--- config.mk ---
export PLATFORM = sky130hd
export DESIGN_NAME = local_rom_decoder
export DESIGN_NICKNAME = d
export VERILOG_FILES = /design/src/hdl/local_rom_decoder.v
export VERILOG_INCLUDE_DIRS = /design/src /design/src/hdl
export SDC_FILE = /design/constraint.sdc
export NUM_CORES = 1
export LEC_CHECK = 0
export BUFFER_PORTS_ARGS = -buffer_cell sky130_fd_sc_hd__buf_2
export CAP_MARGIN = 20
export CORE_MARGIN = 4
export CORE_UTILIZATION = 45
export CTS_BUF_LIST = sky130_fd_sc_hd__clkbuf_2 sky130_fd_sc_hd__clkbuf_4 sky130_fd_sc_hd__clkbuf_8
export DETAILED_ROUTE_END_ITERATION = 10
export HOLD_SLACK_MARGIN = 0.05
export PLACE_DENSITY = 0.79
export SYNTH_ARGS = -nofsm -noshare
export SYNTH_HDL_FRONTEND = slang
export SYNTH_SLANG_ARGS = --single-unit
--- constraint.sdc ---
create_clock -name clk -period 3.7 [get_ports clk]
set_input_delay 0.37 -clock clk [delete_from_list [all_inputs] [get_ports clk]]
set_output_delay 0.37 -clock clk [all_outputs]
set_load 0.03 [all_outputs]
--- src/hdl/rom_decode_defs.vh ---
`ifndef ROM_DECODE_DEFS_VH
`define ROM_DECODE_DEFS_VH

// ---------------------------------------------------------------------
// Register map (APB byte addresses)
// ---------------------------------------------------------------------
`define REG_CTRL_ADDR 12'h000
`define REG_STATUS_ADDR 12'h004
`define CTRL_RESET 10'h000
`define CTRL_OVR_BIT 0
`define CTRL_PRI_LSB 1
`define CTRL_SEC_LSB 3
`define CTRL_BWAIT_LSB 6
`define CTRL_MWAIT_LSB 8

// ---------------------------------------------------------------------
// 16K block indices (address bits 23:14)
// ---------------------------------------------------------------------
`define TOP_BLK_PROT 10'h3FF
`define TOP_BLK_REAL 10'h03F
`define EXP_END_PROT 10'h37F
`define EXP_END_REAL_LOW 10'h037
`define EXP_END_REAL_HIGH 10'h027
`define MOV_SPLIT_OFS 10'h00F

// Boot / movable pair sizes in 16K blocks per primary option
`define BOOT_BLK_OPT0 10'h001
`define MOV_BLK_OPT0 10'h003
`define BOOT_BLK_OPT1 10'h002
`define MOV_BLK_OPT1 10'h002
`define BOOT_BLK_OPT2 10'h004
`define MOV_BLK_OPT2 10'h00C
`define BOOT_BLK_OPT3P 10'h008
`define MOV_BLK_OPT3P 10'h008
`define BOOT_BLK_OPT3R 10'h004
`define MOV_BLK_OPT3R 10'h00C

// ---------------------------------------------------------------------
// Device word masks (device size minus one)
// ---------------------------------------------------------------------
`define MASK_2K 16'h07FF
`define MASK_8K 16'h1FFF
`define MASK_16K 16'h3FFF
`define MASK_32K 16'h7FFF
`define MASK_64K 16'hFFFF

// Wait-state code per pair: 0 -> 1, 1 -> 2, 2 or 3 -> 3
`define WAIT_MIN 2'h1

`endif

--- src/hdl/local_rom_decoder.v ---
// Notes on behaviour
// [RULE1] Two primary straps pick map option 0-3
// [RULE2] Option 0: 16K boot, 48K movable pair
// [RULE3] Option 1: 32K boot, 32K movable pair
// [RULE4] Option 2: 64K boot, 192K movable pair
// [RULE5] Option 3: 128K/64K boot, 128K/192K movable
// [RULE6] Primary 0-2 need equal secondary; 3 takes 3-7
// [RULE7] Three secondary straps pick size option 0-7
// [RULE8] Secondary 4-7: movable at FC0000, small span (real mode places it at 0C0000)
// [RULE9] Secondary 0-3: movable directly below boot pair
// [RULE10] Bits above device size ignored; contents alias
// [RULE11] Boot pair always ends at address top
// [RULE12] Even bytes first socket, odd bytes second
// [RULE13] One to three waits per pair, default one
// [RULE14] Wait strap field gives nine pairings
// [RULE15] 20-bit real, 24-bit protected addressing
// [RULE16] Local boundaries on fixed 16K blocks
// [RULE17] Expansion range forwarded to expansion bus
// [RULE18] Each wait adds one clock before ready
`timescale 1ns/1ps
`include "rom_decode_defs.vh"

module local_rom_decoder (
   input wire clk,
   input wire resetn,
   input wire psel,
   input wire penable,
   input wire pwrite,
   input wire [11:0] paddr,
   input wire [31:0] pwdata,
   output reg [31:0] prdata,
   output reg pready,
   output reg pslverr,
   input wire primaryStrapA,
   input wire primaryStrapB,
   input wire secondaryStrapBit0,
   input wire secondaryStrapBit1,
   input wire secondaryStrapBit2,
   input wire [3:0] waitStrapField,
   input wire protectedVirtualMode,
   input wire cpuStart,
   input wire [23:0] cpuAddr,
   input wire cpuByteHighN,
   output reg cpuReady,
   output reg bootEvenSel,
   output reg bootOddSel,
   output reg movEvenSel,
   output reg movOddSel,
   output reg expansionSel,
   output reg [15:0] romAddr
);

   localparam ST_IDLE = 2'h0;
   localparam ST_WAIT = 2'h1;
   localparam ST_DONE = 2'h2;

   // ------------------------------------------------------------------
   // Strap synchronisers
   // ------------------------------------------------------------------
   reg [8:0] strapMeta_r;
   reg [8:0] strapSync_r;

   always @(posedge clk) begin
      if (!resetn) begin
         strapMeta_r <= 9'h000;
         strapSync_r <= 9'h000;
      end else begin
         strapMeta_r <= {waitStrapField, secondaryStrapBit2, secondaryStrapBit1,
                         secondaryStrapBit0, primaryStrapB, primaryStrapA};
         strapSync_r <= strapMeta_r;
      end
   end

   // ------------------------------------------------------------------
   // APB registers
   // ------------------------------------------------------------------
   reg [9:0] ctrl_r;
   reg [1:0] state_r;
   reg [1:0] waitCnt_r;
   reg [1:0] priEff;
   reg [2:0] secEff;
   reg [2:0] secRaw;
   reg comboError;
   reg [1:0] bootWaitCode;
   reg [1:0] movWaitCode;
   reg [1:0] bootWaits;
   reg [1:0] movWaits;
   wire apbAccess = psel & penable & ~pready;
   wire ctrlHit = (paddr == `REG_CTRL_ADDR);
   wire statusHit = (paddr == `REG_STATUS_ADDR);
   wire [31:0] statusWord = {20'h00000, (state_r != ST_IDLE), protectedVirtualMode,
                             comboError, movWaits, bootWaits, secEff, priEff};

   // Answer on the second access-phase edge so pready comes from a flop
   always @(posedge clk) begin
      if (!resetn) begin
         ctrl_r <= `CTRL_RESET;
         pready <= 1'b0;
         pslverr <= 1'b0;
         prdata <= 32'h00000000;
      end else begin
         pready <= apbAccess;
         pslverr <= apbAccess & ~ctrlHit & ~statusHit;
         prdata <= 32'h00000000;
         if (apbAccess && !pwrite && ctrlHit) begin
            prdata <= {22'h000000, ctrl_r};
         end
         if (apbAccess && !pwrite && statusHit) begin
            prdata <= statusWord;
         end
         // Write lands on the edge where the master sees pready high
         if (psel && penable && pready && pwrite && ctrlHit) begin
            ctrl_r <= pwdata[9:0];
         end
      end
   end

   // ------------------------------------------------------------------
   // Option selection
   // ------------------------------------------------------------------
   always @* begin
      if (ctrl_r[`CTRL_OVR_BIT]) begin
         priEff = ctrl_r[`CTRL_PRI_LSB +: 2];
         secRaw = ctrl_r[`CTRL_SEC_LSB +: 3];
         bootWaitCode = ctrl_r[`CTRL_BWAIT_LSB +: 2];
         movWaitCode = ctrl_r[`CTRL_MWAIT_LSB +: 2];
      end else begin
         priEff = {strapSync_r[1], strapSync_r[0]}; // RULE1
         secRaw = strapSync_r[4:2]; // RULE7
         bootWaitCode = strapSync_r[6:5]; // RULE14
         movWaitCode = strapSync_r[8:7]; // RULE14
      end
      // Illegal pairings fall back to the nearest legal secondary
      if (priEff != 2'h3) begin
         secEff = {1'b0, priEff}; // RULE6
         comboError = (secRaw != {1'b0, priEff}); // RULE6
      end else begin
         secEff = (secRaw < 3'h3) ? 3'h3 : secRaw; // RULE6
         comboError = (secRaw < 3'h3); // RULE6
      end
      bootWaits = (bootWaitCode == 2'h0) ? `WAIT_MIN :
                  ((bootWaitCode == 2'h1) ? 2'h2 : 2'h3); // RULE13
      movWaits = (movWaitCode == 2'h0) ? `WAIT_MIN :
                 ((movWaitCode == 2'h1) ? 2'h2 : 2'h3); // RULE13
   end

   // ------------------------------------------------------------------
   // Address decode
   // ------------------------------------------------------------------
   reg [23:0] effAddr;
   reg [9:0] blk;
   reg [9:0] topBlk;
   reg [9:0] bootBlks;
   reg [9:0] movBlks;
   reg [9:0] expEnd;
   reg [23:0] movBase;
   reg [23:0] movOfs;
   reg [15:0] bootMask;
   reg [15:0] movMask;
   reg bootHit;
   reg movHit;
   reg expHit;

   always @*begin
      // Real mode sees only 20 address bits
      effAddr = protectedVirtualMode ? cpuAddr : {4'h0, cpuAddr[19:0]}; // RULE15
      blk = effAddr[23:14]; // RULE16
      topBlk = protectedVirtualMode ? `TOP_BLK_PROT : `TOP_BLK_REAL; // RULE15
      case (priEff)
         2'h0: begin
            bootBlks = `BOOT_BLK_OPT0; // RULE2
            movBlks = `MOV_BLK_OPT0; // RULE2
         end
         2'h1: begin
            bootBlks = `BOOT_BLK_OPT1; // RULE3
            movBlks = `MOV_BLK_OPT1; // RULE3
         end
         2'h2: begin
            bootBlks = `BOOT_BLK_OPT2; // RULE4
            movBlks = `MOV_BLK_OPT2; // RULE4
         end
         default: begin
            bootBlks = protectedVirtualMode ? `BOOT_BLK_OPT3P : `BOOT_BLK_OPT3R; // RULE5
            movBlks = protectedVirtualMode ? `MOV_BLK_OPT3P : `MOV_BLK_OPT3R; // RULE5
         end
      endcase
      if (protectedVirtualMode) begin
         expEnd = `EXP_END_PROT;
      end else begin
         expEnd = (priEff[1]) ? `EXP_END_REAL_HIGH : `EXP_END_REAL_LOW; // RULE4
      end
      case (secEff)
         3'h0: movMask = `MASK_8K;
         3'h1: movMask = `MASK_16K;
         3'h2: movMask = `MASK_32K;
         3'h3: movMask = `MASK_64K;
         3'h4: movMask = `MASK_2K; // RULE8
         3'h5: movMask = `MASK_8K; // RULE8
         3'h6: movMask = `MASK_16K; // RULE8
         default: movMask = `MASK_32K; // RULE8
      endcase
      bootMask = secEff[2] ? `MASK_64K : movMask; // RULE9
      // Boot pair hangs off the top of the space
      bootHit = (blk > topBlk - bootBlks); // RULE11
      movBase = {topBlk - `MOV_SPLIT_OFS, 14'h0000};
      movOfs = effAddr - movBase;
      if (secEff[2]) begin
         // Pair span is two devices of the selected size
         movHit = (blk >= topBlk - `MOV_SPLIT_OFS) &&
                  (movOfs[23:1] <= {7'h00, movMask}); // RULE8
      end else begin
         movHit = (blk <= topBlk - bootBlks) &&
                  (blk > topBlk - bootBlks - movBlks); // RULE9
      end
      expHit = ~bootHit & ~movHit & (blk <= expEnd); // RULE17
   end

   // ------------------------------------------------------------------
   // Access sequencer
   // ------------------------------------------------------------------
   always @(posedge clk) begin
      if (!resetn) begin
         state_r <= ST_IDLE;
         waitCnt_r <= 2'h0;
         cpuReady <= 1'b0;
         bootEvenSel <= 1'b0;
         bootOddSel <= 1'b0;
         movEvenSel <= 1'b0;
         movOddSel <= 1'b0;
         expansionSel <= 1'b0;
         romAddr <= 16'h0000;
      end else begin
         case (state_r)
            ST_IDLE: begin
               cpuReady <= 1'b0;
               expansionSel <= 1'b0;
               if (cpuStart) begin
                  // Upper bits dropped so small devices alias
                  romAddr <= effAddr[16:1] & (bootHit ? bootMask : movMask); // RULE10
                  bootEvenSel <= bootHit & ~effAddr[0]; // RULE12
                  bootOddSel <= bootHit & (effAddr[0] | ~cpuByteHighN); // RULE12
                  movEvenSel <= movHit & ~effAddr[0]; // RULE12
                  movOddSel <= movHit & (effAddr[0] | ~cpuByteHighN); // RULE12
                  expansionSel <= expHit; // RULE17
                  // Expansion cycles get their ready from the expansion bus
                  if (!expHit) begin
                     waitCnt_r <= bootHit ? bootWaits : (movHit ? movWaits : `WAIT_MIN);
                     state_r <= ST_WAIT;
                  end
               end
            end
            ST_WAIT: begin
               if (waitCnt_r == 2'h1) begin
                  cpuReady <= 1'b1; // RULE18
                  state_r <= ST_DONE;
               end else begin
                  waitCnt_r <= waitCnt_r - 2'h1; // RULE18
               end
            end
            ST_DONE: begin
               cpuReady <= 1'b0;
               bootEvenSel <= 1'b0;
               bootOddSel <= 1'b0;
               movEvenSel <= 1'b0;
               movOddSel <= 1'b0;
               state_r <= ST_IDLE;
            end
            default: begin
               state_r <= ST_IDLE;
            end
         endcase
      end
   end

endmodule // local_rom_decoder

==> flow_summary_export.csv, run 1 <==
group,metric,value,unit
logic_synthesis,synth-edff-count,0,
timing,fin_tns_setup,0,ns
route,first_pass_iters,5,
worst_setup_path,cp.arrival,3.57,ns
timing,slew_viol_final,0,
route,routed_wl,8328,um
clocking,clk_latency,0.35,ns
route,ant_nets,0,
logic_synthesis,netlist_area,3372,um2
place,post-place-ws,0.2082,ns
timing,timing.final.ws_setup,0.3708,ns
die,io_pins,141,
timing,min_period,3.329,ns
global_routing,grt-ovfl-total,0,
place,gp_routability_congestion,0.9017,
route,avgViaCountPerCell,5.128,
worst_hold_path,hold_path_class,"in -> reg",
timing,skew,0.008314,ns
logic_synthesis,syn-instance-count,381,
timing,rsz0062_at_grt,"no",
global_routing,grt_pass1_wl,13450,um
cells_and_area,syn_to_final_growth,22.41,%
run,cap_violations,0,
clocking,clk_pin_slew,0.08,ns
global_routing,antenna_found_initial,0,
timing,worst_pin_slew,0.7734,ns
run_status,status,"finished clean",
place,hpwl,6454,um
power_and_ir_drop,p_leak,1.863,nW
cells_and_area,drive_gt1_share,28.63,%
logic_synthesis,synth_async_sr_flop_share,0,%
die,rows,31,
worst_setup_path,r2r_setup_slack,0.37,ns
power_and_ir_drop,powerDensity,395.8,nW/um2
die,die_w,94.57,um
clocking,cts_made_buffers,9,
global_routing,grt_max_degree,39,
timing,fin_crit_sh,89.98,%
cells_and_area,diodes,0,
die,start_util,46.49,%
logic_synthesis,post-synth-top-count-cell,"dfxtp_1",
cells_and_area,regArea,1363,um2
logic_synthesis,netlist_top_cells_count,"68 x dfxtp_1, 47 x nand2_1, 35 x nor2_1, 28 x a21oi_1, 23 x and2_1",
die,die_h,94.57,um
route,drc_errors,0,
route,vias,3015,
global_routing,grt_busiest_layer,"met2",
cells_and_area,final_cells,588,
global_routing,grt_pass1_vias,2938,
clocking,cts_tree,"built",
timing,slew_headroom,48.44,%
logic_synthesis,yosysWarnings,0,
die,coreArea,7253,um2
clocking,cts_max_path_buffers,2,
clocking,htreeDepth,3,
clocking,cts_sinks,68,
global_routing,grt_usage,19.20,%
timing,fmax,300.4,MHz
global_routing,met2_usage,33.27,%
logic_synthesis,yosys.area.top_type,"dfxtp_1",
worst_setup_path,endpoint_kind,"flip-flop",
logic_synthesis,ys.flop_type,"dfxtp_1",
logic_synthesis,synth_cell_types,61,
worst_setup_path,worstPathRequired,3.94,ns
worst_setup_path,crit_type,"reg -> reg",
clocking,cts-root-buf,"clkbuf_8",
route,drt_iter0_markers,174,
die,die_area,8943,um2
timing,setup_viol,0,
timing,finalHoldViolCount,0,
cells_and_area,multi_input_area,1839,um2
logic_synthesis,synth_seq_cells,68,
place,placed_cells,572,
cells_and_area,fin_nets,583,
cells_and_area,utilization,56.91,%
power_and_ir_drop,ir_drop,0.0002183,V
worst_setup_path,critPathMaxFanout,11,
global_routing,met3_usage,4.064,%
worst_setup_path,worst_setup_path_start_kind,"flip-flop",
place,port_buffers,98,
logic_synthesis,synthTopCellsByArea,"dfxtp_1 40%, nand2_1 5.2%, ha_1 5.2%, buf_4 4.5%, and2_1 4.3%",
logic_synthesis,netlist.area_leader.share,40.37,%
route,wl_per_cell,14.16,um
cells_and_area,fill_cells,649,
logic_synthesis,avgSynthCellArea,8.850,um2
global_routing,met1_usage,22.29,%
power_and_ir_drop,total_power,1.634,mW
logic_synthesis,ys_seq_area_share,40.37,%
## layout make-up
type                            count  area share, %
Tap cell                           99          3.001
Multi-Input combinational cell    288          44.56
Inverter                           10         0.9094
Clock inverter                      7          2.001
Timing Repair Buffer              107          13.52
Clock buffer                        9          3.001
Sequential cell                    68          33.01
## report_power, final
group / switching, mW / internal [mW] / leakage, nW / total, mW
Combinational: 0.151 / 0.0833 / 1.20 / 0.235
Clock: 0.309 / 0.321 / 0.105 / 0.630
Sequential: 0.0124 / 0.756 / 0.555 / 0.769
Total: 0.473 / 1.16 / 1.86 / 1.63
## metal layers
metal  up-vias  share of wire (%)
met5         -                  0
met4         0                1.7
met3        10                5.9
met2        99                 51
met1      1377                 41
li1       1529                  -
## registers in the layout, summed over array words and instances (netlist names), 2 cells and up
name,cells
romAddr,16
prdata,12
ctrl_r,10
strapMeta_r,9
strapSync_r,9
state_r,2
waitCnt_r,2
## timing repair
| item | CTS | global route |
|---|---|---|
| hold buffers | 0 | 0 |
| gates resized for setup | 0 | 1 |
| endpoints found under the setup margin | 0 | 1 |
| setup buffers | 0 | 0 |
## stage by stage
step                hold WS, ns  cell area [um2]
finish                   0.2180             4128
global route             0.1993             4128
CTS                      0.1951             4126
detailed placement       0.4169             3920
global placement         0.4177             3920
floorplan                0.4119             3443
## path summary, 6_finish.rpt
check	from	endpoint	cells after the start
setup reg to reg	ctrl_r[0]	waitCnt_r[0]	13
hold reg to reg	strapMeta_r[0]	strapSync_r[0]	1
hold / removal	primaryStrapA	strapMeta_r[0]	2
setup / recovery	ctrl_r[0]	waitCnt_r[0]	13
## cell families after synthesis
group | synth area share, %
AND/OR/NAND/NOR | 22.89
AO/OA/AOI/OAI | 18.29
flip-flops | 40.37
buffers and inverters | 7.384
multiplexers | 5.232
adder cells (fa/ha/maj) | 5.195
XOR/XNOR | 0.5196
other | 0.1112
## worst max-delay path, cell delays in order (launching register included)
cell,delay (ns)
dfxtp_2,0.50
mux2i_4,0.40
nor2_1,0.07
a21oi_1,0.20
buf_4,0.15
nand2_1,0.05
ha_1,0.16
or4_1,0.53
a211oi_2,0.21
o211ai_2,0.14
o211ai_4,0.15
nand3_4,0.14
and3_1,0.21
o31a_1,0.29
## placed cells by master (no fill, tap or decap), drive strengths merged, types with 4 or more instances in the layout
master,n
buf,107
dfxtp,68
nand2,47
nor2,35
a21oi,29
and2,24
conb,20
ha,14
mux2i,13
inv,13
nand4,9
clkbuf,9
nand3,9
o21ai,7
nor3,6
and3,5
a22oi,5
nor4,5
a211oi,5
nand2b,4
a32oi,4
a22o,4
nor2b,4
Power figures use the tool's default switching activity.
==> inputs of run 2 (changes only) <==
REMOVE_ABC_BUFFERS = 1   (was not set)
==> run 2 against run 1 <==
  * Power fell by 5.6%
  * Core utilization decreased by 0.62 points
  * Non-clock buffer count fell by 2
  * Sequential cell count did not move
  * Sequential share of layout area increased by 0.36 points
  * Hold slack gained 0.0076 ns
  * Sequential power about the same
  * First-iteration DRC count fell by 9.2%
  * Maximum frequency decreased by 1.1%
==> flow_summary_export.csv, run 2 (synthesis gave the netlist of run 1 again) <==
group,metric,value,unit
timing,skew,0.006999,ns
global_routing,met3_usage,5.020,%
worst_setup_path,r2r_start,"ctrl_r[0]",
timing,slew_viol_final,0,
clocking,cts_tree,"built",
route,wl_per_cell,13.87,um
cells_and_area,final_cell_mix,"98 x buf_2, 67 x dfxtp_1, 47 x nand2_1",
run,cap_violations,0,
place,port_buffers,98,
power_and_ir_drop,internal_power,1.099,mW
global_routing,grt_busiest_layer,"met2",
global_routing,grt_max_degree,25,
clocking,htreeDepth,3,
timing,timing.hold.ws,0.2256,ns
worst_setup_path,critPathMaxFanout,12,
place,hpwl,6273,um
cells_and_area,reg_top3,"romAddr: 16 flops, prdata: 12 flops, ctrl_r: 10 flops",
worst_setup_path,cp.arrival,3.60,ns
global_routing,met2_usage,31.68,%
timing,setup_viol,0,
cells_and_area,largest_register,"romAddr",
timing,timing.final.ws_setup,0.3322,ns
timing,slew_headroom,50.19,%
global_routing,grt_pass1_vias,2902,
timing,min_period,3.368,ns
worst_setup_path,worstRegToRegCells,14,
die,die_area,8943,um2
die,die_w,94.57,um
route,routed_wl,8130,um
die,start_util,46.49,%
route,first_pass_iters,4,
power_and_ir_drop,switching_share,28.79,%
power_and_ir_drop,power.switching,0.4441,mW
worst_setup_path,r2r_setup_slack,0.33,ns
global_routing,grt_pass1_wl,12880,um
timing,finalHoldViolCount,0,
worst_setup_path,worst_setup_path_start_kind,"flip-flop",
cells_and_area,largest_reg_flops,16,
worst_setup_path,crit_type,"reg -> reg",
worst_setup_path,worstPathRequired,3.93,ns
clocking,cts-hold-fix-buffers,0,
worst_setup_path,crit_path_end,"waitCnt_r[0]",
route,drt_iter0_markers,158,
global_routing,grt_usage,18.04,%
timing,worst_pin_slew,0.7471,ns
power_and_ir_drop,ir_drop,0.0001442,V
cells_and_area,layout_commonest_cell,"buf_2",
clocking,cts-root-buf,"clkbuf_8",
cells_and_area,fin_nets,581,
route,vias,3054,
worst_hold_path,hold_path_class,"in -> reg",
route,avgViaCountPerCell,5.212,
worst_setup_path,endpoint_kind,"flip-flop",
clocking,cts_made_buffers,9,
worst_setup_path,r2r-end,"waitCnt_r[0]",
die,die_h,94.57,um
power_and_ir_drop,seqPwrFrac,49.8,%
power_and_ir_drop,power_frac_clock,35.0,%
die,coreArea,7253,um2
run_status,status,"finished clean",
place,gp_routability_congestion,0.9567,
timing,fin_crit_sh,91.02,%
global_routing,grt-ovfl-total,0,
power_and_ir_drop,pwr-share-comb,15.1,%
power_and_ir_drop,p_leak,1.838,nW
worst_setup_path,cp-startpoint,"ctrl_r[0]",
die,io_pins,141,
global_routing,met1_usage,20.76,%
route,drc_errors,0,
timing,fmax,296.9,MHz
cells_and_area,drive_gt1_share,28.34,%
clocking,cts_sinks,68,
global_routing,antenna_found_initial,0,
timing,rsz0062_at_grt,"no",
cells_and_area,diodes,0,
cells_and_area,utilization,56.29,%
clocking,cts_max_path_buffers,2,
cells_and_area,syn_to_final_growth,21.08,%
die,rows,31,
timing,fin_tns_setup,0,ns
power_and_ir_drop,total_power,1.543,mW
clocking,clk_latency,0.34,ns
route,ant_nets,0,
place,post-place-ws,0.1656,ns
power_and_ir_drop,powerDensity,377.9,nW/um2
clocking,clk_pin_slew,0.08,ns
## run 2: worst max-delay path, stage by stage, from the launching register on
cell	delay, ns
dfxtp_2	0.50
nand3_1	0.25
a21oi_1	0.25
nand2_1	0.19
nor2_1	0.24
ha_1	0.29
nand4_1	0.10
nor4_1	0.06
buf_4	0.14
o41ai_2	0.30
o211ai_2	0.13
o211ai_4	0.15
nand3_4	0.14
and3_1	0.22
o31a_1	0.29
## run 2: how the worst min path moves through the flow
stage	start	to	slack, ns	cells past startpoint
after global placement	strapMeta_r[6]	strapSync_r[6]	0.42	1
after global routing	secondaryStrapBit2	strapMeta_r[4]	0.21	2
after detailed placement	strapMeta_r[6]	strapSync_r[6]	0.42	1
after floorplan	strapMeta_r[0]	strapSync_r[0]	0.41	1
after CTS	waitStrapField[1]	strapMeta_r[6]	0.22	2
final	waitStrapField[1]	strapMeta_r[6]	0.23	2
## run 2: layout make-up
type	count	area, um2
repair buffers	105	543.0
clock buffers	10	137.6
well taps	99	123.9
fillers	661	3171
inverters	10	37.54
multi-input cells	288	1839
clock inverters	6	38.79
flip-flops and latches	68	1363
## run 2: timing repair
| action | CTS | global route |
|---|---|---|
| gates resized for setup | 0 | 1 |
| endpoints found under the setup margin | 0 | 2 |
| buffers inserted | 0 | 0 |
## run 2: metrics by stage
stage                     area, um2  cells
after floorplan                3232    366
after global placement         3905    570
after detailed placement       3905    570
after CTS                      4081    586
after global routing           4083    586
final                          4083    586
## run 2: power groups by stage
stage	registers, mW	logic, mW	clock network [mW]
floorplan	0.808	0.124	0
global placement	0.784	0.226	0
detailed placement	0.785	0.232	0
CTS	0.768	0.233	0.550
global route	0.771	0.256	0.580
finish	0.769	0.234	0.540
## run 2: per-layer routing
layer / vias to the layer above / share of wire [%]
li1: 1524 / -
met1: 1414 / 41
met2: 98 / 51
met3: 18 / 6.5
met4: 0 / 2.4
met5: - / 0
==> inputs of run 3 (changes only) <==
==> constraint.sdc (replaced) <==
create_clock -name clk -period 3.7 [get_ports clk]
set_input_delay 0.185 -clock clk [delete_from_list [all_inputs] [get_ports clk]]
set_output_delay 0.185 -clock clk [all_outputs]
set_load 0.03 [all_outputs]
==> run 3 against run 2 <==
  * Sequential cell count unchanged
  * Largest power group unchanged
  * Largest cell class unchanged
  * Critical path depth unchanged
  * Critical endpoint unchanged
  * Global-route usage increased by 1.1 points
  * Power increased by 7.3%
  * Count of clock-buffer cells in the layout unchanged
  * Maximum frequency decreased by 0.14%
  * Register-to-register slack about the same
  * Setup slack got worse by 0.0049 ns
  * Wire length increased by 5.1%
  * Final cell count increased by 0.85%
  * Core utilization increased by 1.4 points
  * Sequential power about the same
==> flow_summary_export.csv, run 3 (synthesis gave the netlist of run 1 again) <==
group,metric,value,unit
run_status,status,"finished clean",
place,port_buffers,98,
clocking,cts_sinks,68,
global_routing,met3_usage,4.382,%
timing,fin_tns_setup,0,ns
timing,slew_headroom,46.82,%
die,io_pins,141,
power_and_ir_drop,p_leak,1.884,nW
global_routing,met1_usage,23.01,%
worst_hold_path,hold_path_class,"in -> reg",
route,routed_wl,8542,um
worst_hold_path,min-delay-start,"pwdata[7]",
timing,skew,0.01039,ns
timing,worst_pin_slew,0.7978,ns
global_routing,grt_max_degree,25,
cells_and_area,final_cell_mix,"98 x buf_2, 67 x dfxtp_1, 47 x nand2_1",
clocking,htreeDepth,3,
route,first_pass_iters,4,
die,start_util,46.49,%
clocking,cts_tree,"built",
timing,fin_crit_sh,91.15,%
die,rows,31,
worst_setup_path,worst_setup_path_start_kind,"flip-flop",
cells_and_area,layout_commonest_cell,"buf_2",
timing,setup_viol,0,
global_routing,grt_pass1_vias,2898,
timing,timing.final.ws_setup,0.3274,ns
route,avgViaCountPerCell,5.225,
global_routing,antenna_found_initial,0,
worst_setup_path,crit_type,"reg -> reg",
timing,finalHoldViolCount,0,
power_and_ir_drop,powerDensity,395.3,nW/um2
global_routing,met2_usage,32.98,%
route,ant_nets,0,
place,gp_routability_congestion,0.9453,
clocking,clk_pin_slew,0.07,ns
worst_setup_path,cp.arrival,3.61,ns
route,drc_errors,0,
cells_and_area,largest_reg_flops,16,
worst_setup_path,endpoint_kind,"flip-flop",
cells_and_area,diodes,0,
timing,fmax,296.5,MHz
run,cap_violations,0,
timing,rsz0062_at_grt,"no",
power_and_ir_drop,ir_drop,0.0001913,V
worst_setup_path,critPathMaxFanout,12,
global_routing,grt_pass1_wl,13500,um
cells_and_area,syn_to_final_growth,24.12,%
cells_and_area,largest_register,"romAddr",
global_routing,grt-ovfl-total,0,
global_routing,grt_usage,19.14,%
clocking,cts-root-buf,"clkbuf_8",
cells_and_area,drive_gt1_share,27.24,%
worst_setup_path,r2r_start,"ctrl_r[0]",
clocking,cts_made_buffers,9,
place,post-place-ws,0.1691,ns
cells_and_area,fin_nets,589,
timing,min_period,3.373,ns
die,die_area,8943,um2
die,die_w,94.57,um
worst_setup_path,worstPathRequired,3.93,ns
global_routing,grt_busiest_layer,"met2",
route,wl_per_cell,14.45,um
route,drt_iter0_markers,180,
timing,slew_viol_final,0,
die,die_h,94.57,um
worst_setup_path,cp-startpoint,"ctrl_r[0]",
clocking,cts_max_path_buffers,2,
route,vias,3088,
cells_and_area,reg_top3,"romAddr: 16 flops, prdata: 12 flops, ctrl_r: 10 flops",
die,coreArea,7253,um2
timing,timing.hold.ws,0.07928,ns
clocking,clk_latency,0.35,ns
place,hpwl,6275,um
-- run 3: cell types whose count changed in the layout (fill, tap and decap cells not counted), moves of 2 or more --
cell and change:
clkinv_2 -2, bufinv_16 +2, clkinvlp_4 -2, dlygate4sd3_1 +9
-- run 3: per-layer routing --
layer	vias to the layer above	part of all wire [%]
li1	1537	-
met2	98	51
met3	16	5.9
met4	0	2.3
met5	-	0
met1	1437	41
-- run 3: repair_timing --
action	4_1_cts	5_1_grt
endpoints found under the setup margin	0	2
hold endpoints to repair	9	0
setup buffers	0	0
gates resized for setup	0	1
hold buffers	9	0
-- run 3: final timing paths --
path,end,slack (ns),cells after the start
worst min register to register,strapSync_r[8],0.43,1
worst max-delay path,waitCnt_r[0],0.33,14
worst min-delay path,ctrl_r[7],0.08,3
worst max register to register,waitCnt_r[0],0.33,14
-- run 3: layout make-up --
cell class | count | area (um2)
Clock buffer | 10 | 131.4
Inverter | 10 | 37.54
Tap cell | 99 | 123.9
Sequential cell | 68 | 1363
Fill cell | 636 | 3068
Multi-Input combinational cell | 288 | 1839
Timing Repair Buffer | 113 | 625.6
Clock inverter | 3 | 65.06
-- run 3: per-stage QoR --
step | instance area (um2) | std cells | util, % | power, mW
4_1_cts | 4184 | 591 | 57.68 | 1.664
6_report | 4185 | 591 | 57.70 | 1.655
3_3_place_gp | 3897 | 569 | 53.73 | 1.009
3_5_place_dp | 3897 | 569 | 53.73 | 1.017
2_1_floorplan | 3232 | 366 | - | 0.9317
5_1_grt | 4185 | 591 | 57.70 | 1.718
-- run 3: power breakdown --
| group | internal [mW] | switching, mW |
|---|---|---|
| logic | 0.0885 | 0.155 |
| clock network | 0.375 | 0.268 |
| registers | 0.757 | 0.0119 |
| total | 1.22 | 0.435 |
-- run 3: critical path, stage by stage, from the launching register on --
cell      delay, ns
dfxtp_2        0.51
nand3_1        0.26
a21oi_1        0.28
nand2_1        0.19
nor2_1         0.23
ha_1           0.29
nand4_1        0.09
nor4_1         0.05
buf_4          0.14
o41ai_2        0.29
o211ai_2       0.13
o211ai_4       0.15
nand3_4        0.14
and3_1         0.20
o31a_1         0.28
